File: config.mk
export PLATFORM = sky130hd
export DESIGN_NAME = mst_supervisor
export DESIGN_NICKNAME = d
export VERILOG_FILES = /design/src/core/mst_pkg.sv /design/src/core/mst_supervisor.sv
export VERILOG_INCLUDE_DIRS = /design/src /design/src/core
export SDC_FILE = /design/constraint.sdc
export NUM_CORES = 1
export LEC_CHECK = 0
export ABC_AREA = 1
export ABC_CLOCK_PERIOD_IN_PS = 18650
export BUFFER_PORTS_ARGS = -buffer_cell sky130_fd_sc_hd__buf_2
export CORE_MARGIN = 5
export CORE_UTILIZATION = 65
export CTS_CLUSTER_SIZE = 30
export DETAILED_ROUTE_END_ITERATION = 8
export PLACE_DENSITY_LB_ADDON = 0.3
export SLEW_MARGIN = 10
export SYNTH_ARGS = -nofsm -noshare
export SYNTH_HDL_FRONTEND = slang
export SYNTH_SLANG_ARGS = --single-unit
File: constraint.sdc
create_clock -name clk -period 18.65 [get_ports clk]
set_input_delay 3.73 -clock clk [delete_from_list [all_inputs] [get_ports clk]]
set_output_delay 3.73 -clock clk [all_outputs]
set_load 0.05 [all_outputs]
File: src/core/mst_cfg.svh
// constants and timing counts for the motor supervisor timebase
//
// Operation
// - Only the power-up clear timer runs from a self-generated 5.8 MHz tick; other logic runs every clk.
// - Speed reference comes from the reference oscillator input, then divided.
// - Two configuration bits select one of four pre-divide ratios.
// - Halving pin low doubles the total divide ratio, live.
// - Codes 00..11 divide by 3072, 4096, 6144, 8192; code 11 default.
// - Lock-timer counter advances once per timer tick while out of lock.
// - Lock-timer count reaching 1023 raises lock timeout to shutdown logic.
// - Clear holds until supply good, clear timer done, pump ready.
// - Power-up clear timer counts 3 ticks of 5.8 MHz divided by 255.
// - Over-current or lock timeout latches clear with gate outputs off.
// - Condition still present after run/stop cycle relatches shutdown.
// - Run/stop high clears lock timer, asserts clear, gates off.
// - Supply undervoltage forces global clear regardless of other inputs.
// - Current sense ignored during a 3.7 us deglitch blanking window.
// - Over-current shutdown turns gates off within 2.5 us.
// - Speed pulse is a latch set by upper, reset by zero comparator.
// - Out of lock when speed pulse is outside +/-5 % of reference.
`ifndef MST_CFG_SVH
`define MST_CFG_SVH

// ----------------------------------------------------------------------
// clocking
// ----------------------------------------------------------------------
`define MST_CLK_MHZ 100
`define MST_INT_OSC_KHZ 5800
`define MST_OSC_MOD (`MST_CLK_MHZ * 10)
`define MST_OSC_STEP (`MST_INT_OSC_KHZ / 100)
`define MST_OSC_W 10

// ----------------------------------------------------------------------
// reference divider
// ----------------------------------------------------------------------
`define MST_DIV_W 15
`define MST_PREDIV_UNIT 1024
`define MST_PREDIV_00 3
`define MST_PREDIV_01 4
`define MST_PREDIV_10 6
`define MST_PREDIV_11 8
`define MST_PREDIV_DEFAULT 2'h3
`define MST_LOCK_PCT 5

// ----------------------------------------------------------------------
// supervisory timing
// ----------------------------------------------------------------------
`define MST_LT_MAX 10'h3FF
`define MST_PUC_DIV 255
`define MST_PUC_CYCLES 3
`define MST_DG_NS 3700
`define MST_DG_CYC ((`MST_DG_NS * `MST_CLK_MHZ) / 1000)
`define MST_OCSD_MAX_NS 2500
`define MST_OCSD_CYC ((`MST_OCSD_MAX_NS * `MST_CLK_MHZ) / 1000)

`endif

File: src/core/mst_pkg.sv
// types for the motor supervisor timebase
package mst_pkg;

    // raw asynchronous pins, synchronised before use
    typedef struct packed {
        logic supplyGood;
        logic pumpReady;
        logic runStop;
        logic freqHalfSelect;
        logic lockTimerCap;
        logic refOscInput;
        logic overCurrent;
        logic fgUpper;
        logic fgZero;
    } mst_pins_t;

    // supervisory outputs
    typedef struct packed {
        logic internalClear;
        logic gateEnable;
        logic shutdownLatched;
        logic lockTimeout;
        logic outOfLock;
        logic speedPulseOut;
        logic refTick;
    } mst_status_t;

    typedef enum logic [3:0] {
        ST_CLEAR = 4'h1,
        ST_PUC = 4'h2,
        ST_RUN = 4'h4,
        ST_SHUT = 4'h8
    } mst_state_t;

endpackage

File: src/core/mst_supervisor.sv
// supervisory and timebase logic of the motor speed controller
`timescale 1ns/10ps
`include "mst_cfg.svh"

module mst_supervisor (
    input wire logic clk,
    input wire logic rst,
    input wire mst_pkg::mst_pins_t pins,
    input wire logic [1:0] preDivCfg,
    output mst_pkg::mst_status_t status
);
    import mst_pkg::*;

    localparam int SW = $bits(mst_pins_t);

    // ------------------------------------------------------------------
    // input synchronisers
    // ------------------------------------------------------------------
    logic [SW-1:0] sync1_r;
    logic [SW-1:0] sync2_r;
    logic [SW-1:0] prev_r;
    mst_pins_t syn;
    mst_pins_t old;

    // first stage feeds only the second; prev_r gives edge detection
    always_ff @(posedge clk or posedge rst) begin
        if (rst) begin
            sync1_r <= '0;
            sync2_r <= '0;
            prev_r <= '0;
        end else begin
            sync1_r <= pins;
            sync2_r <= sync1_r;
            prev_r <= sync2_r;
        end
    end

    assign syn = mst_pins_t'(sync2_r);
    assign old = mst_pins_t'(prev_r);

    // ------------------------------------------------------------------
    // global clear from undervoltage
    // ------------------------------------------------------------------
    // supply low wipes every state register below except the internal tick accumulator, whatever else is seen
    logic uvClear;
    assign uvClear = ~syn.supplyGood;

    // ------------------------------------------------------------------
    // internal 5.8 MHz tick
    // ------------------------------------------------------------------
    // phase accumulator: average rate is exact, jitter is one clk period
    logic [`MST_OSC_W-1:0] oscAcc_r;
    logic [`MST_OSC_W:0] oscSum;
    logic oscWrap;
    logic oscTick_r;

    assign oscSum = {1'b0, oscAcc_r} + (`MST_OSC_W+1)'(`MST_OSC_STEP);
    assign oscWrap = oscSum >= (`MST_OSC_W+1)'(`MST_OSC_MOD);

    always_ff @(posedge clk or posedge rst) begin
        if (rst) begin
            oscAcc_r <= '0;
            oscTick_r <= 1'b0;
        end else begin
            oscAcc_r <= oscWrap ?
                `MST_OSC_W'(oscSum - (`MST_OSC_W+1)'(`MST_OSC_MOD)) :
                oscSum[`MST_OSC_W-1:0];
            oscTick_r <= oscWrap;
        end
    end

    // ------------------------------------------------------------------
    // reference divider
    // ------------------------------------------------------------------
    logic [`MST_DIV_W-1:0] preMul;
    logic [`MST_DIV_W-1:0] totalDiv;
    logic [`MST_DIV_W-1:0] refCnt_r;
    logic refEdge;
    logic refWrap;
    logic refTick_r;

    // pre-divide ratio times the fixed 1024 stage
    assign preMul = (preDivCfg == 2'h0) ? `MST_DIV_W'(`MST_PREDIV_00) :
                    (preDivCfg == 2'h1) ? `MST_DIV_W'(`MST_PREDIV_01) :
                    (preDivCfg == 2'h2) ? `MST_DIV_W'(`MST_PREDIV_10) :
                    `MST_DIV_W'(`MST_PREDIV_11);
    // halving pin low doubles the ratio, applied on the fly
    assign totalDiv = syn.freqHalfSelect ?
        `MST_DIV_W'(preMul * `MST_PREDIV_UNIT) :
        `MST_DIV_W'(preMul * `MST_PREDIV_UNIT * 2);
    assign refEdge = syn.refOscInput & ~old.refOscInput;
    // >= also catches a count left above a newly shortened ratio
    assign refWrap = refCnt_r >= totalDiv - `MST_DIV_W'(1);

    always_ff @(posedge clk or posedge rst) begin
        if (rst) begin
            refCnt_r <= '0;
            refTick_r <= 1'b0;
        end else if (uvClear) begin
            refCnt_r <= '0;
            refTick_r <= 1'b0;
        end else begin
            refTick_r <= refEdge & refWrap;
            if (refEdge) begin
                refCnt_r <= refWrap ? '0 : refCnt_r + `MST_DIV_W'(1);
            end
        end
    end

    // ------------------------------------------------------------------
    // speed pulse latch and lock detector
    // ------------------------------------------------------------------
    logic speed_r;
    logic speedRise;
    logic [`MST_DIV_W-1:0] perCnt_r;
    logic [`MST_DIV_W-1:0] lockBand;
    logic [`MST_DIV_W-1:0] lockLo;
    logic [`MST_DIV_W-1:0] lockHi;
    logic perLong;
    logic outOfLock_r;

    assign speedRise = ~speed_r & syn.fgUpper;
    assign lockBand = totalDiv / `MST_DIV_W'(100 / `MST_LOCK_PCT);
    assign lockLo = totalDiv - lockBand;
    assign lockHi = totalDiv + lockBand;
    assign perLong = perCnt_r > lockHi;

    // set wins over reset so a pulse is never swallowed
    always_ff @(posedge clk or posedge rst) begin
        if (rst) begin
            speed_r <= 1'b0;
        end else if (uvClear) begin
            speed_r <= 1'b0;
        end else if (syn.fgUpper) begin
            speed_r <= 1'b1;
        end else if (syn.fgZero) begin
            speed_r <= 1'b0;
        end
    end

    // reference oscillator edges counted between speed pulse rises
    always_ff @(posedge clk or posedge rst) begin
        if (rst) begin
            perCnt_r <= '0;
            outOfLock_r <= 1'b1;
        end else if (uvClear) begin
            perCnt_r <= '0;
            outOfLock_r <= 1'b1;
        end else if (speedRise) begin
            perCnt_r <= '0;
            outOfLock_r <= (perCnt_r < lockLo) | perLong;
        end else begin
            if (refEdge && !perLong) begin
                perCnt_r <= perCnt_r + `MST_DIV_W'(1);
            end
            if (perLong) begin
                outOfLock_r <= 1'b1;
            end
        end
    end

    // ------------------------------------------------------------------
    // lock timer
    // ------------------------------------------------------------------
    logic [9:0] ltCnt_r;
    logic ltTick;
    logic ltClear;
    logic lockTimeout;

    assign ltTick = syn.lockTimerCap & ~old.lockTimerCap;
    assign ltClear = uvClear | syn.runStop;
    assign lockTimeout = ltCnt_r == `MST_LT_MAX;

    // in-lock also restarts the count: timeout needs unbroken loss
    always_ff @(posedge clk or posedge rst) begin
        if (rst) begin
            ltCnt_r <= '0;
        end else if (ltClear || !outOfLock_r) begin
            ltCnt_r <= '0;
        end else if (ltTick && !lockTimeout) begin
            ltCnt_r <= ltCnt_r + 10'h001;
        end
    end

    // ------------------------------------------------------------------
    // over-current deglitch
    // ------------------------------------------------------------------
    localparam int DGW = $clog2(`MST_DG_CYC + 1);
    logic [DGW-1:0] dgCnt_r;
    logic ocQual;

    // a glitch shorter than the window restarts the count
    assign ocQual = dgCnt_r == DGW'(`MST_DG_CYC);

    always_ff @(posedge clk or posedge rst) begin
        if (rst) begin
            dgCnt_r <= '0;
        end else if (!syn.overCurrent || uvClear) begin
            dgCnt_r <= '0;
        end else if (!ocQual) begin
            dgCnt_r <= dgCnt_r + DGW'(1);
        end
    end

    // ------------------------------------------------------------------
    // power-up clear timer
    // ------------------------------------------------------------------
    logic [7:0] pucDiv_r;
    logic [1:0] pucCnt_r;
    logic pucTick;
    logic pucDone;

    assign pucTick = oscTick_r && pucDiv_r == 8'(`MST_PUC_DIV - 1);
    assign pucDone = pucCnt_r == 2'(`MST_PUC_CYCLES);

    // prescaler restarts with the supply, else the first tick comes early
    always_ff @(posedge clk or posedge rst) begin
        if (rst) begin
            pucDiv_r <= '0;
        end else if (uvClear) begin
            pucDiv_r <= '0;
        end else if (oscTick_r) begin
            pucDiv_r <= pucTick ? 8'h00 : pucDiv_r + 8'h01;
        end
    end

    // restarts whenever the supply drops out
    always_ff @(posedge clk or posedge rst) begin
        if (rst) begin
            pucCnt_r <= '0;
        end else if (uvClear) begin
            pucCnt_r <= '0;
        end else if (pucTick && !pucDone) begin
            pucCnt_r <= pucCnt_r + 2'h1;
        end
    end

    // ------------------------------------------------------------------
    // supervisor state machine
    // ------------------------------------------------------------------
    mst_state_t state_r;
    mst_state_t state_nxt;
    logic fault;

    assign fault = ocQual | lockTimeout;

    always_comb begin
        state_nxt = state_r;
        unique case (state_r)
            ST_CLEAR: begin
                if (syn.supplyGood) begin
                    state_nxt = ST_PUC;
                end
            end
            ST_PUC: begin
                if (pucDone && syn.pumpReady) begin
                    state_nxt = ST_RUN;
                end
            end
            ST_RUN: begin
                if (fault && !syn.runStop) begin
                    state_nxt = ST_SHUT;
                end
            end
            ST_SHUT: begin
                // held until the host raises run/stop
                if (syn.runStop) begin
                    state_nxt = ST_RUN;
                end
            end
            default: begin
                state_nxt = ST_CLEAR;
            end
        endcase
        if (uvClear) begin
            state_nxt = ST_CLEAR;
        end
    end

    always_ff @(posedge clk or posedge rst) begin
        if (rst) begin
            state_r <= ST_CLEAR;
        end else begin
            state_r <= state_nxt;
        end
    end

    // ------------------------------------------------------------------
    // outputs
    // ------------------------------------------------------------------
    // gates drop on the same edge the fault is seen, well inside 2.5 us
    logic runOk;
    logic clear_r;
    logic gate_r;

    assign runOk = state_nxt == ST_RUN && !syn.runStop && syn.pumpReady;

    always_ff @(posedge clk or posedge rst) begin
        if (rst) begin
            clear_r <= 1'b1;
            gate_r <= 1'b0;
        end else begin
            clear_r <= state_nxt != ST_RUN || syn.runStop;
            gate_r <= runOk;
        end
    end

    assign status.internalClear = clear_r;
    assign status.gateEnable = gate_r;
    assign status.shutdownLatched = state_r == ST_SHUT;
    assign status.lockTimeout = lockTimeout;
    assign status.outOfLock = outOfLock_r;
    assign status.speedPulseOut = speed_r;
    assign status.refTick = refTick_r;

endmodule

==> results of run 1 <==
## placed cells by master, fill, tap and decap left out, drive strengths merged, types with 5 or more instances in the layout
| cell | synthesis | layout |
|---|---|---|
| nand2 | 213 | 213 |
| inv | 165 | 166 |
| dfrtp | 95 | 95 |
| nand3 | 80 | 80 |
| nor2 | 79 | 79 |
| ha | 62 | 62 |
| o21ai | 52 | 52 |
| a21oi | 39 | 39 |
| xor2 | 34 | 34 |
| nand4 | 26 | 26 |
| nor3 | 24 | 24 |
| buf | 9 | 20 |
| clkbuf | 4 | 12 |
| o22ai | 10 | 10 |
| a211oi | 6 | 6 |
| nor4 | 6 | 6 |
| nor3b | 5 | 5 |
| a31oi | 5 | 5 |
| o211ai | 5 | 5 |
| clkinv | 2 | 5 |
## state kept, by name, summed over array words and instances, names as in the netlist, 8 cells and up
signal / flops
dgCnt_r: 9
syn: 9
ltCnt_r: 10
pucDiv_r: 8
refCnt_r: 15
perCnt_r: 15
oscAcc_r: 9
sync1_r: 9
## critical path: cells and delay by family
kind / cells / cell delay [ns]
and+or+nand+nor: 37 / 4.48
buffers and inverters: 16 / 1.22
AOI/OAI and AO/OA: 9 / 1.17
adders and majority gates: 9 / 2.19
## metal layers
| metal | up-vias | track usage (%) | wire length, µm |
|---|---|---|---|
| met3 | 19 | 3.499 | 438 |
| met4 | 0 | 5.477 | 158 |
| met5 | - | 0 | 0 |
| li1 | 3140 | - | - |
| met1 | 2833 | 30.20 | 6865 |
| met2 | 92 | 38.35 | 6769 |
## metrics by stage
| step | hold slack [ns] | utilization, % | std cells | total power, mW | instance area [µm²] |
|---|---|---|---|---|---|
| 2_1_floorplan | 0.3312 | - | 947 | 0.7427 | 7247 |
| 3_3_place_gp | 0.3317 | 68.27 | 1094 | 0.8282 | 7433 |
| 3_5_place_dp | 0.3358 | 68.27 | 1094 | 0.8344 | 7433 |
| 4_1_cts | 0.3520 | 69.86 | 1110 | 0.9599 | 7606 |
| 5_1_grt | 0.3674 | 69.86 | 1110 | 1.053 | 7606 |
| 6_report | 0.3495 | 69.86 | 1110 | 0.9609 | 7606 |
## cells by family (layout without fill, tap and decap cells)
group / count (synthesis) / in the layout / synth area share [%]
AND/OR/NAND/NOR: 437 / 437 / 30.06
buffers and inverters: 180 / 203 / 9.945
AO/OA/AOI/OAI: 133 / 133 / 10.93
flip-flops: 98 / 98 / 33.89
adder cells (fa/ha/maj): 62 / 62 / 10.70
XOR/XNOR: 37 / 37 / 4.472
## power groups by stage
stage                     Sequential, mW  Combinational [mW]  Clock (mW)
after global placement             0.224               0.604           0
after CTS                          0.220               0.613       0.127
after global routing               0.221               0.695       0.138
after detailed placement           0.224               0.610           0
after floorplan                    0.223               0.520           0
final                              0.220               0.616       0.124
## worst paths after layout
| path | cells after the start | endpoint | slack [ns] | from |
|---|---|---|---|---|
| hold / removal | 0 | syn[4] | 0.35 | sync1_r[4] |
| setup reg to reg | 66 | perCnt_r[14] | 9.35 | syn[5] |
| max in group asynchronous | 3 | refCnt_r[8] | 14.18 | rst |
| min in group asynchronous | 2 | pucDiv_r[6] | 3.39 | rst |
| hold reg to reg | 0 | syn[4] | 0.35 | sync1_r[4] |
| setup / recovery | 71 | perCnt_r[14] | 6.07 | preDivCfg[0] |
## layout make-up
cell class | count | area, µm² | share of cell area (%)
Timing Repair Buffer | 20 | 102.6 | 1.349
Clock buffer | 12 | 145.1 | 1.908
Inverter | 167 | 629.4 | 8.274
Clock inverter | 4 | 27.53 | 0.3619
Sequential cell | 98 | 2456 | 32.29
Tap cell | 140 | 175.2 | 2.303
Multi-Input combinational cell | 669 | 4070 | 53.51
==> flow_summary.html, run 1 <==
<table>
<tr><th>Metric</th><th>Value</th></tr>
<tr><th colspan="2">Routing</th></tr>
<tr><td>Vias per Instance</td><td>5.481</td></tr>
<tr><td>Total wirelength of the detailed-routed design</td><td>14230 µm</td></tr>
<tr><td>Routed Antenna Nets</td><td>0</td></tr>
<tr><td>DR WL/cell</td><td>12.82 µm</td></tr>
<tr><td>Violation count after the first detailed-routing iteration</td><td>395</td></tr>
<tr><td>Via Count</td><td>6084</td></tr>
<tr><td>First-pass detailed-route iteration total</td><td>5</td></tr>
<tr><td>Post-route DRC violation count</td><td>0</td></tr>
<tr><th colspan="2">Synth</th></tr>
<tr><td>Post-synthesis cell area</td><td>0.007247 mm²</td></tr>
<tr><td>Syn Inst Count</td><td>947</td></tr>
<tr><td>Library cell occupying the most area in the post-synthesis netlist</td><td>sky130_fd_sc_hd__dfrtp_1</td></tr>
<tr><td>Sequential share of the synthesized area</td><td>33.89%</td></tr>
<tr><td>Average instance area after synthesis</td><td>7.653 µm²</td></tr>
<tr><td>Synth area leaders</td><td>sky130_fd_sc_hd__dfrtp_1 33%, sky130_fd_sc_hd__ha_1 11%, sky130_fd_sc_hd__nand2_1 9.6%</td></tr>
<tr><td>Leading post-synthesis cells by instance count</td><td>185 x sky130_fd_sc_hd__nand2_1, 156 x sky130_fd_sc_hd__inv_1, 95 x sky130_fd_sc_hd__dfrtp_1</td></tr>
<tr><td>Count of flip-flops with a built-in enable after synthesis</td><td>0</td></tr>
<tr><td>Yosys reg bits</td><td>98</td></tr>
<tr><td>Share of flip-flops with an asynchronous set or reset</td><td>100.0%</td></tr>
<tr><td>Post-synth top area share</td><td>32.80%</td></tr>
<tr><td>Total number of yosys warnings</td><td>0</td></tr>
<tr><td>Most common cell in the synthesized netlist</td><td>sky130_fd_sc_hd__nand2_1</td></tr>
<tr><td>Cell variety after synth</td><td>45</td></tr>
<tr><td>Predominant post-synthesis flop cell</td><td>sky130_fd_sc_hd__dfrtp_1</td></tr>
<tr><td>Mapped Nets</td><td>1022</td></tr>
<tr><th colspan="2">Worst setup path</th></tr>
<tr><td>Worst path max stage delay</td><td>0.34 ns</td></tr>
<tr><td>Data required time of the critical path</td><td>18.91 ns</td></tr>
<tr><td>Worst-path cell with the longest stage delay</td><td>sky130_fd_sc_hd__ha_1</td></tr>
<tr><td>Sort of element at the start of the critical path</td><td>input pin</td></tr>
<tr><td>Category of the worst setup path capture point</td><td>register</td></tr>
<tr><td>Critical path class</td><td>input pin to register</td></tr>
<tr><td>Largest driver fanout on the critical path</td><td>14</td></tr>
<tr><td>Arrival time of data at the critical path endpoint</td><td>12.83 ns</td></tr>
<tr><td>Most Frequent Cell on Critical Path</td><td>sky130_fd_sc_hd__inv_1</td></tr>
<tr><th colspan="2">GRT</th></tr>
<tr><td>Pin count of the biggest net entering global routing</td><td>59</td></tr>
<tr><td>Number of antenna violations at the first check in global routing</td><td>0</td></tr>
<tr><td>Global-route wire length before repair</td><td>24920 µm</td></tr>
<tr><td>Total Routing Usage GR</td><td>22.46%</td></tr>
<tr><td>Via count of the first global-routing pass</td><td>5736</td></tr>
<tr><td>Total overflow reported by the global router</td><td>0</td></tr>
<tr><th colspan="2">Power and ir drop</th></tr>
<tr><td>Logic pwr share</td><td>64.1%</td></tr>
<tr><td>PwrDens</td><td>126.3 mW/mm²</td></tr>
<tr><td>Clock share of power</td><td>12.9%</td></tr>
<tr><td>Total leakage power</td><td>3.875 nW</td></tr>
<tr><td>Net load switching power</td><td>0.4970 mW</td></tr>
<tr><td>Flop pwr share</td><td>22.9%</td></tr>
<tr><td>Worst vdd ir</td><td>0.1199 mV</td></tr>
<tr><td>P_int</td><td>0.4639 mW</td></tr>
<tr><td>Net switching fraction of the power</td><td>51.72%</td></tr>
<tr><th colspan="2">Flow run</th></tr>
<tr><td>Max-capacitance violation count</td><td>0</td></tr>
<tr><th colspan="2">Clock tree</th></tr>
<tr><td>Htree depth</td><td>3</td></tr>
<tr><td>Post-cts hold buffer count</td><td>0</td></tr>
<tr><td>CTS tree</td><td>built</td></tr>
<tr><td>Number of buffers inserted to repair setup after CTS</td><td>0</td></tr>
<tr><td>Clock buffers created by TritonCTS</td><td>9</td></tr>
<tr><td>Maximum buffer depth of the clock tree</td><td>2</td></tr>
<tr><td>Number of gates resized after cts</td><td>0</td></tr>
<tr><td>Clock Tree Root</td><td>sky130_fd_sc_hd__clkbuf_8</td></tr>
<tr><td>Clock Pin Slew Worst Setup and Hold Paths</td><td>0.09 ns</td></tr>
<tr><td>Clock Latency Late Sink</td><td>0.36 ns</td></tr>
<tr><td>Total number of clock tree sinks</td><td>98</td></tr>
<tr><th colspan="2">Place</th></tr>
<tr><td>Count of buffers inserted at the top-level ports</td><td>19</td></tr>
<tr><td>Pre-CTS setup slack</td><td>5.766 ns</td></tr>
<tr><td>Total half-perimeter wirelength after legalization and detailed placement</td><td>11160 µm</td></tr>
<tr><td>Gp weighted congestion</td><td>0.9272</td></tr>
<tr><th colspan="2">Floorplan</th></tr>
<tr><td>Die Span X</td><td>115.6 µm</td></tr>
<tr><td>Vertical die dimension</td><td>115.6 µm</td></tr>
<tr><td>Std cell rows</td><td>38</td></tr>
<tr><td>Die Outline Area</td><td>0.01336 mm²</td></tr>
<tr><td>Initial core utilization</td><td>66.56%</td></tr>
<tr><td>Placeable core area</td><td>0.01089 mm²</td></tr>
<tr><td>Number of ports placed on the die boundary</td><td>20</td></tr>
<tr><th colspan="2">Timing</th></tr>
<tr><td>Pins over their slew limit</td><td>0</td></tr>
<tr><td>Period minus WS final</td><td>12.58 ns</td></tr>
<tr><td>Achievable frequency</td><td>79.50 MHz</td></tr>
<tr><td>RSZ-0062 raised after global routing</td><td>false</td></tr>
<tr><td>Sum Neg Setup Slack</td><td>0 ns</td></tr>
<tr><td>Actual slew at the worst max-slew pin</td><td>1.074 ns</td></tr>
<tr><td>Layout Skew</td><td>0.01147 ns</td></tr>
<tr><td>Final worst path period share</td><td>67.45%</td></tr>
<tr><td>Worst relative slew slack</td><td>27.86%</td></tr>
<tr><td>Worst setup margin</td><td>6.071 ns</td></tr>
<tr><td>Final Setup Violations</td><td>0</td></tr>
<tr><td>Number of endpoints with negative hold slack in the final report</td><td>0</td></tr>
<tr><th colspan="2">Finish</th></tr>
<tr><td>Share of cells above drive strength 1</td><td>11.13%</td></tr>
<tr><td>Layout area overhead</td><td>4.955%</td></tr>
<tr><td>Final layout net count</td><td>1040</td></tr>
<tr><td>Antenna diode instance count</td><td>0</td></tr>
<tr><td>Fillcell total</td><td>917</td></tr>
<tr><th colspan="2">Run status</th></tr>
<tr><td>Outcome</td><td>finished clean</td></tr>
<tr><th colspan="2">Min path</th></tr>
<tr><td>Worst Hold Class</td><td>register to register</td></tr>
</table>
Note: power is estimated with default switching activity, not from simulation.
==> run 2, diff against run 1 <==
- ABC_CLOCK_PERIOD_IN_PS: 18650 -> 10800
- CORE_UTILIZATION: 65 -> 58
- clock period: 18.65 -> 10.8 ns (I/O delays scaled with it)
==> flow_summary.html, run 2 (synthesized netlist as in run 1, its figures left out) <==
<table>
<tr><th>Metric</th><th>Value</th></tr>
<tr><th colspan="2">Routing</th></tr>
<tr><td>Total wirelength of the detailed-routed design</td><td>14640 µm (was 14230 µm)</td></tr>
<tr><td>Violation count after the first detailed-routing iteration</td><td>433 (was 395)</td></tr>
<tr><td>Post-route DRC violation count</td><td>0 (unchanged)</td></tr>
<tr><td>Via Count</td><td>6089 (was 6084)</td></tr>
<tr><td>First-pass detailed-route iteration total</td><td>7 (was 5)</td></tr>
<tr><td>DR WL/cell</td><td>12.63 µm (was 12.82 µm)</td></tr>
<tr><td>Routed Antenna Nets</td><td>0 (unchanged)</td></tr>
<tr><td>Vias per Instance</td><td>5.254 (was 5.481)</td></tr>
<tr><th colspan="2">Place</th></tr>
<tr><td>Count of buffers inserted at the top-level ports</td><td>19 (unchanged)</td></tr>
<tr><td>Pre-CTS setup slack</td><td>-0.1223 ns (was 5.766 ns)</td></tr>
<tr><td>Gp weighted congestion</td><td>0.9029 (was 0.9272)</td></tr>
<tr><td>Total half-perimeter wirelength after legalization and detailed placement</td><td>10730 µm (was 11160 µm)</td></tr>
<tr><th colspan="2">Power and ir drop</th></tr>
<tr><td>Design Power</td><td>1.895 mW (was 0.9609 mW)</td></tr>
<tr><td>Worst vdd ir</td><td>0.1432 mV (was 0.1199 mV)</td></tr>
<tr><td>Total leakage power</td><td>4.052 nW (was 3.875 nW)</td></tr>
<tr><td>PwrDens</td><td>235.3 mW/mm² (was 126.3 mW/mm²)</td></tr>
<tr><th colspan="2">GRT</th></tr>
<tr><td>Global Route met3 Usage</td><td>3.435% (was 3.499%)</td></tr>
<tr><td>Number of antenna violations at the first check in global routing</td><td>0 (unchanged)</td></tr>
<tr><td>Via count of the first global-routing pass</td><td>5611 (was 5736)</td></tr>
<tr><td>Total overflow reported by the global router</td><td>0 (unchanged)</td></tr>
<tr><td>Pin count of the biggest net entering global routing</td><td>62 (was 59)</td></tr>
<tr><td>GRT met1 Usage</td><td>28.56% (was 30.20%)</td></tr>
<tr><td>Global-route wire length before repair</td><td>25170 µm (was 24920 µm)</td></tr>
<tr><td>GR Util met2</td><td>33.11% (was 38.35%)</td></tr>
<tr><td>GRT busiest layer</td><td>met2 (unchanged)</td></tr>
<tr><td>Total Routing Usage GR</td><td>20.39% (was 22.46%)</td></tr>
<tr><th colspan="2">Min path</th></tr>
<tr><td>Worst Hold Class</td><td>register to register (unchanged)</td></tr>
<tr><th colspan="2">Floorplan</th></tr>
<tr><td>Initial core utilization</td><td>59.83% (was 66.56%)</td></tr>
<tr><td>Std cell rows</td><td>40 (was 38)</td></tr>
<tr><td>Vertical die dimension</td><td>121.8 µm (was 115.6 µm)</td></tr>
<tr><td>Die Outline Area</td><td>0.01483 mm² (was 0.01336 mm²)</td></tr>
<tr><td>Number of ports placed on the die boundary</td><td>20 (unchanged)</td></tr>
<tr><td>Die Span X</td><td>121.8 µm (was 115.6 µm)</td></tr>
<tr><td>Placeable core area</td><td>0.01211 mm² (was 0.01089 mm²)</td></tr>
<tr><th colspan="2">Clock tree</th></tr>
<tr><td>Maximum buffer depth of the clock tree</td><td>2 (unchanged)</td></tr>
<tr><td>Clock Latency Late Sink</td><td>0.35 ns (was 0.36 ns)</td></tr>
<tr><td>Htree depth</td><td>3 (unchanged)</td></tr>
<tr><td>CTS tree</td><td>built (unchanged)</td></tr>
<tr><td>Clock Pin Slew Worst Setup and Hold Paths</td><td>0.06 ns (was 0.09 ns)</td></tr>
<tr><td>Clock Tree Root</td><td>sky130_fd_sc_hd__clkbuf_16 (was sky130_fd_sc_hd__clkbuf_8)</td></tr>
<tr><td>Total number of clock tree sinks</td><td>98 (unchanged)</td></tr>
<tr><td>Clock buffers created by TritonCTS</td><td>9 (unchanged)</td></tr>
<tr><td>Post-cts hold buffer count</td><td>0 (unchanged)</td></tr>
<tr><th colspan="2">Flow run</th></tr>
<tr><td>Max-capacitance violation count</td><td>0 (unchanged)</td></tr>
<tr><th colspan="2">Finish</th></tr>
<tr><td>Layout area overhead</td><td>11.08% (was 4.955%)</td></tr>
<tr><td>Most used cells in the layout excluding fill and tap cells</td><td>183 x sky130_fd_sc_hd__nand2_1, 153 x sky130_fd_sc_hd__inv_1, 95 x sky130_fd_sc_hd__dfrtp_1 (was 185 x sky130_fd_sc_hd__nand2_1, 155 x sky130_fd_sc_hd__inv_1, 95 x sky130_fd_sc_hd__dfrtp_1)</td></tr>
<tr><td>Registers with the most flip-flops</td><td>perCnt_r x15, refCnt_r x15, ltCnt_r x10 (unchanged)</td></tr>
<tr><td>Post-route core utilization</td><td>66.47% (was 69.86%)</td></tr>
<tr><td>Commonest non-fill, non-tap cell in the layout</td><td>sky130_fd_sc_hd__nand2_1 (unchanged)</td></tr>
<tr><td>Final layout net count</td><td>1061 (was 1040)</td></tr>
<tr><td>Fillcell total</td><td>1037 (was 917)</td></tr>
<tr><td>Share of cells above drive strength 1</td><td>14.73% (was 11.13%)</td></tr>
<tr><td>Antenna diode instance count</td><td>0 (unchanged)</td></tr>
<tr><th colspan="2">Timing</th></tr>
<tr><td>Worst hold slack</td><td>0.3506 ns (was 0.3495 ns)</td></tr>
<tr><td>Achievable frequency</td><td>97.96 MHz</td></tr>
<tr><td>Pins over their slew limit</td><td>0 (unchanged)</td></tr>
<tr><td>Worst setup margin</td><td>0.5920 ns (was 6.071 ns)</td></tr>
<tr><td>Number of endpoints with negative hold slack in the final report</td><td>0 (unchanged)</td></tr>
<tr><td>Worst relative slew slack</td><td>29.92% (was 27.86%)</td></tr>
<tr><td>Actual slew at the worst max-slew pin</td><td>1.043 ns (was 1.074 ns)</td></tr>
<tr><td>Layout Skew</td><td>0.008013 ns (was 0.01147 ns)</td></tr>
<tr><td>Final Setup Violations</td><td>0 (unchanged)</td></tr>
<tr><td>Sum Neg Setup Slack</td><td>0 ns (unchanged)</td></tr>
<tr><td>Final worst path period share</td><td>94.52%</td></tr>
<tr><td>Period minus WS final</td><td>10.21 ns</td></tr>
<tr><th colspan="2">Worst setup path</th></tr>
<tr><td>Worst path max stage delay</td><td>0.30 ns (was 0.34 ns)</td></tr>
<tr><td>Most Frequent Cell on Critical Path</td><td>sky130_fd_sc_hd__nand2_1 (was sky130_fd_sc_hd__inv_1)</td></tr>
<tr><td>End of the critical path</td><td>perCnt_r[13] (was perCnt_r[14])</td></tr>
<tr><td>Depth of the most critical reg-to-reg path</td><td>64 (was 66)</td></tr>
<tr><td>Sort of element at the start of the critical path</td><td>input pin (unchanged)</td></tr>
<tr><td>Worst flop-to-flop path startpoint</td><td>syn[5] (unchanged)</td></tr>
<tr><td>Critical path class</td><td>input pin to register (unchanged)</td></tr>
<tr><td>Arrival time of data at the critical path endpoint</td><td>10.44 ns (was 12.83 ns)</td></tr>
<tr><td>Critical path launch point</td><td>preDivCfg[0] (unchanged)</td></tr>
<tr><td>Category of the worst setup path capture point</td><td>register (unchanged)</td></tr>
<tr><td>Endpoint of the worst-slack reg-to-reg timing path</td><td>perCnt_r[13] (was perCnt_r[14])</td></tr>
<tr><td>Worst-path cell with the longest stage delay</td><td>sky130_fd_sc_hd__ha_1 (unchanged)</td></tr>
<tr><td>Data required time of the critical path</td><td>11.03 ns (was 18.91 ns)</td></tr>
<tr><td>Flop2flop setup slack</td><td>2.35 ns (was 9.35 ns)</td></tr>
<tr><td>Largest driver fanout on the critical path</td><td>9 (was 14)</td></tr>
<tr><th colspan="2">Run status</th></tr>
<tr><td>Outcome</td><td>finished clean (unchanged)</td></tr>
</table>
## run 2: changes by cell type in the layout (fill, tap and decap cells not counted), sizes merged
cell | before | now
bufinv | 0 | 2
clkbuf | 12 | 9
buf | 20 | 41
inv | 166 | 165
clkinvlp | 0 | 2
## run 2: power by group
group,switching (mW),internal [mW],total [mW]
logic,0.766,0.408,1.17
clock network,0.138,0.202,0.340
registers,0.00557,0.375,0.381
total,0.909,0.985,1.89
## run 2: metrics by stage
stage          cells  instance area, µm²
6_report        1159                8050
4_1_cts         1145                7840
2_1_floorplan    947                7247
3_3_place_gp    1129                7521
5_1_grt         1159                8050
3_5_place_dp    1129                7521
## run 2: cell type report
class	instances	area (µm²)	share of cell area, %
Multi-Input combinational cell	669	4172	51.82
Inverter	167	629.4	7.818
Sequential cell	98	2456	30.51
Clock buffer	9	225.2	2.798
Clock inverter	7	93.84	1.166
Tap cell	168	210.2	2.611
Timing Repair Buffer	41	264.0	3.279
## run 2: critical path: cells and delay by family
family | cells | cell delay, ns
buffers and inverters | 12 | 1.14
AO/OA/AOI/OAI | 10 | 1.40
AND/OR/NAND/NOR | 38 | 4.08
adder cells (fa/ha/maj) | 7 | 1.63
## run 2: worst min path at each step
stage | start | end | slack, ns | cells after the start
after floorplan | sync1_r[0] | syn[0] | 0.33 | 0
after global placement | sync1_r[7] | syn[7] | 0.33 | 0
after detailed placement | sync1_r[1] | syn[1] | 0.34 | 0
after CTS | sync1_r[1] | syn[1] | 0.35 | 0
after global routing | sync1_r[7] | syn[7] | 0.36 | 0
final | sync1_r[3] | syn[3] | 0.35 | 0
## run 2: what timing repair did
| action | in CTS | in global routing |
|---|---|---|
| gates resized for setup | 0 | 21 |
| setup endpoints to repair | 0 | 12 |
| buffers inserted | 0 | 14 |
## run 2: metal layers
layer	wire, µm	vias to the layer above	part of all wire (%)
met1	7110	2799	49
li1	-	3189	-
met2	6947	86	47
met4	176	0	1.2
met5	0	-	0
met3	402	15	2.7
==> run 3, diff against run 2 <==
- CELL_PAD_IN_SITES_DETAIL_PLACEMENT: unset -> 0
- CELL_PAD_IN_SITES_GLOBAL_PLACEMENT: unset -> 2
- CORE_UTILIZATION: 58 -> 34
==> flow_summary.html, run 3 (synthesized netlist as in run 1, its figures left out) <==
<table>
<tr><th>Metric</th><th>Value</th></tr>
<tr><th colspan="2">Run status</th></tr>
<tr><td>Outcome</td><td>finished clean (unchanged)</td></tr>
<tr><th colspan="2">Worst setup path</th></tr>
<tr><td>Data required time of the critical path</td><td>11.03 ns (about the same)</td></tr>
<tr><td>Endpoint of the worst-slack reg-to-reg timing path</td><td>perCnt_r[14] (was perCnt_r[13])</td></tr>
<tr><td>Depth of the most critical reg-to-reg path</td><td>69 (was 64)</td></tr>
<tr><td>Worst-path cell with the longest stage delay</td><td>sky130_fd_sc_hd__ha_1 (unchanged)</td></tr>
<tr><td>Worst path max stage delay</td><td>0.31 ns (was 0.30 ns)</td></tr>
<tr><td>Arrival time of data at the critical path endpoint</td><td>10.18 ns (was 10.44 ns)</td></tr>
<tr><td>Worst flop-to-flop path startpoint</td><td>syn[5] (unchanged)</td></tr>
<tr><td>Sort of element at the start of the critical path</td><td>input pin (unchanged)</td></tr>
<tr><td>Largest driver fanout on the critical path</td><td>7 (was 9)</td></tr>
<tr><td>Category of the worst setup path capture point</td><td>register (unchanged)</td></tr>
<tr><td>Flop2flop setup slack</td><td>2.59 ns (was 2.35 ns)</td></tr>
<tr><td>Critical path class</td><td>input pin to register (unchanged)</td></tr>
<tr><th colspan="2">Power and ir drop</th></tr>
<tr><td>Worst vdd ir</td><td>0.1044 mV (was 0.1432 mV)</td></tr>
<tr><td>Design Power</td><td>1.912 mW (was 1.895 mW)</td></tr>
<tr><td>Total leakage power</td><td>4.052 nW (about the same)</td></tr>
<tr><td>PwrDens</td><td>234.0 mW/mm² (was 235.3 mW/mm²)</td></tr>
<tr><th colspan="2">Finish</th></tr>
<tr><td>Antenna diode instance count</td><td>0 (unchanged)</td></tr>
<tr><td>Registers with the most flip-flops</td><td>perCnt_r x15, refCnt_r x15, ltCnt_r x10 (unchanged)</td></tr>
<tr><td>Most used cells in the layout excluding fill and tap cells</td><td>185 x sky130_fd_sc_hd__nand2_1, 152 x sky130_fd_sc_hd__inv_1, 95 x sky130_fd_sc_hd__dfrtp_1 (was 183 x sky130_fd_sc_hd__nand2_1, 153 x sky130_fd_sc_hd__inv_1, 95 x sky130_fd_sc_hd__dfrtp_1)</td></tr>
<tr><td>Final layout net count</td><td>1060 (was 1061)</td></tr>
<tr><td>Commonest non-fill, non-tap cell in the layout</td><td>sky130_fd_sc_hd__nand2_1 (unchanged)</td></tr>
<tr><td>Share of cells above drive strength 1</td><td>14.95% (was 14.73%)</td></tr>
<tr><td>Number of cells in the finished layout apart from fillers</td><td>1265 (was 1159)</td></tr>
<tr><td>Layout area overhead</td><td>12.76% (was 11.08%)</td></tr>
<tr><th colspan="2">Routing</th></tr>
<tr><td>DR WL/cell</td><td>12.47 µm (was 12.63 µm)</td></tr>
<tr><td>Violation count after the first detailed-routing iteration</td><td>188 (was 433)</td></tr>
<tr><td>Via Count</td><td>5915 (was 6089)</td></tr>
<tr><td>Vias per Instance</td><td>4.676 (was 5.254)</td></tr>
<tr><td>First-pass detailed-route iteration total</td><td>7 (unchanged)</td></tr>
<tr><td>Post-route DRC violation count</td><td>0 (unchanged)</td></tr>
<tr><td>Total wirelength of the detailed-routed design</td><td>15770 µm (was 14640 µm)</td></tr>
<tr><td>Routed Antenna Nets</td><td>0 (unchanged)</td></tr>
<tr><th colspan="2">Clock tree</th></tr>
<tr><td>Clock Latency Late Sink</td><td>0.34 ns (was 0.35 ns)</td></tr>
<tr><td>Clock Tree Root</td><td>sky130_fd_sc_hd__clkbuf_16 (unchanged)</td></tr>
<tr><td>Htree depth</td><td>3 (unchanged)</td></tr>
<tr><td>Maximum buffer depth of the clock tree</td><td>2 (unchanged)</td></tr>
<tr><td>Clock Pin Slew Worst Setup and Hold Paths</td><td>0.07 ns (was 0.06 ns)</td></tr>
<tr><td>Total number of clock tree sinks</td><td>98 (unchanged)</td></tr>
<tr><td>CTS tree</td><td>built (unchanged)</td></tr>
<tr><td>Clock buffers created by TritonCTS</td><td>9 (unchanged)</td></tr>
<tr><th colspan="2">Floorplan</th></tr>
<tr><td>Std cell rows</td><td>53 (was 40)</td></tr>
<tr><td>Die Span X</td><td>156.0 µm (was 121.8 µm)</td></tr>
<tr><td>Vertical die dimension</td><td>156.0 µm (was 121.8 µm)</td></tr>
<tr><td>Initial core utilization</td><td>34.47% (was 59.83%)</td></tr>
<tr><td>Die Outline Area</td><td>0.02433 mm² (was 0.01483 mm²)</td></tr>
<tr><td>Number of ports placed on the die boundary</td><td>20 (unchanged)</td></tr>
<tr><td>Placeable core area</td><td>0.02102 mm² (was 0.01211 mm²)</td></tr>
<tr><th colspan="2">Timing</th></tr>
<tr><td>Achievable frequency</td><td>100.5 MHz (was 97.96 MHz)</td></tr>
<tr><td>Final worst path period share</td><td>92.12% (was 94.52%)</td></tr>
<tr><td>Worst hold slack</td><td>0.3448 ns (was 0.3506 ns)</td></tr>
<tr><td>Worst relative slew slack</td><td>26.49% (was 29.92%)</td></tr>
<tr><td>Number of endpoints with negative hold slack in the final report</td><td>0 (unchanged)</td></tr>
<tr><td>Sum Neg Setup Slack</td><td>0 ns (unchanged)</td></tr>
<tr><td>Actual slew at the worst max-slew pin</td><td>1.094 ns (was 1.043 ns)</td></tr>
<tr><td>Final Setup Violations</td><td>0 (unchanged)</td></tr>
<tr><td>Period minus WS final</td><td>9.949 ns (was 10.21 ns)</td></tr>
<tr><td>Layout Skew</td><td>0.005279 ns (was 0.008013 ns)</td></tr>
<tr><td>Pins over their slew limit</td><td>0 (unchanged)</td></tr>
<tr><th colspan="2">GRT</th></tr>
<tr><td>Global Route met3 Usage</td><td>2.136% (was 3.435%)</td></tr>
<tr><td>GRT met1 Usage</td><td>19.22% (was 28.56%)</td></tr>
<tr><td>Total Routing Usage GR</td><td>13.50% (was 20.39%)</td></tr>
<tr><td>Total overflow reported by the global router</td><td>0 (unchanged)</td></tr>
<tr><td>GRT busiest layer</td><td>met2 (unchanged)</td></tr>
<tr><td>GR Util met2</td><td>21.72% (was 33.11%)</td></tr>
<tr><td>Number of antenna violations at the first check in global routing</td><td>0 (unchanged)</td></tr>
<tr><td>Pin count of the biggest net entering global routing</td><td>80 (was 62)</td></tr>
<tr><td>Global-route wire length before repair</td><td>27510 µm (was 25170 µm)</td></tr>
<tr><td>Via count of the first global-routing pass</td><td>5756 (was 5611)</td></tr>
<tr><th colspan="2">Min path</th></tr>
<tr><td>Startpoint of the lowest-slack hold path</td><td>sync1_r[2] (was sync1_r[3])</td></tr>
<tr><td>Hold Path Cell Cnt</td><td>0 (unchanged)</td></tr>
<tr><td>Worst Hold Class</td><td>register to register (unchanged)</td></tr>
<tr><td>Hold Crit Endpoint</td><td>syn[2] (was syn[3])</td></tr>
<tr><th colspan="2">Place</th></tr>
<tr><td>Total half-perimeter wirelength after legalization and detailed placement</td><td>12370 µm (was 10730 µm)</td></tr>
<tr><td>Gp weighted congestion</td><td>0.7907 (was 0.9029)</td></tr>
<tr><td>Count of buffers inserted at the top-level ports</td><td>19 (unchanged)</td></tr>
<tr><td>Cell Count Post-Placement</td><td>1241 (was 1129)</td></tr>
<tr><th colspan="2">Flow run</th></tr>
<tr><td>Max-capacitance violation count</td><td>0 (unchanged)</td></tr>
</table>
==> run 3: changes by cell type in the layout (fill, tap and decap cells not counted), moves of 2 or more <==
| cell | previous run | this run |
|---|---|---|
| sky130_fd_sc_hd__nand2_2 | 21 | 18 |
| sky130_fd_sc_hd__nor2_1 | 62 | 60 |
| sky130_fd_sc_hd__nand2_1 | 183 | 185 |
| sky130_fd_sc_hd__nor2_2 | 7 | 9 |
| sky130_fd_sc_hd__ha_2 | 1 | 3 |
==> run 3: through the flow <==
stage	setup slack (ns)	cell area (µm²)	utilization, %
after global placement	0.1809	7692	36.59
after detailed placement	0.09626	7692	36.59
final	0.8512	8172	38.87
after global routing	-0.06269	8172	38.87
after floorplan	0.4879	7247	-
after CTS	0.4133	8021	38.16
==> run 3: final cells by class <==
class	count	area, µm²
Clock buffer	10	239.0
Inverter	167	629.4
Multi-Input combinational cell	669	4160
Sequential cell	98	2456
Timing Repair Buffer	40	252.7
Tap cell	275	344.1
Clock inverter	6	90.09
Fill cell	2190	12850
==> run 3: worst max-delay path by stage <==
stage,from,to,slack [ns]
3_3_place_gp,preDivCfg[0],perCnt_r[14],0.18
5_1_grt,preDivCfg[0],perCnt_r[14],-0.06
3_5_place_dp,preDivCfg[0],perCnt_r[14],0.1
2_1_floorplan,preDivCfg[0],perCnt_r[14],0.49
4_1_cts,preDivCfg[0],perCnt_r[14],0.41
6_report,preDivCfg[0],perCnt_r[14],0.85
==> run 3: what timing repair did <==
item,4_1_cts,5_1_grt
setup endpoints to repair,0,12
buffers inserted,0,8
hold buffers,0,0
gates resized for setup,0,23
endpoints found under the hold margin,0,0
==> run 3: critical path: cells and delay by family <==
kind / cells / cell delay (ns)
AND/OR/NAND/NOR: 41 / 3.75
adder cells (fa/ha/maj): 8 / 1.82
AO/OA/AOI/OAI: 10 / 1.29
buffers and inverters: 16 / 1.13
==> run 3: report_power, final <==
group | leakage [nW] | total (mW) | switching [mW] | internal [mW]
logic | 2.61 | 1.18 | 0.779 | 0.406
clock network | 0.159 | 0.347 | 0.137 | 0.210
registers | 1.28 | 0.381 | 0.00551 | 0.375
total | 4.05 | 1.91 | 0.921 | 0.990
==> run 3: routing by layer <==
metal	part of all wire (%)	routed length, µm
met5	0	0
met4	0.78	123
met3	2.3	365
met2	46	7216
met1	51	8064
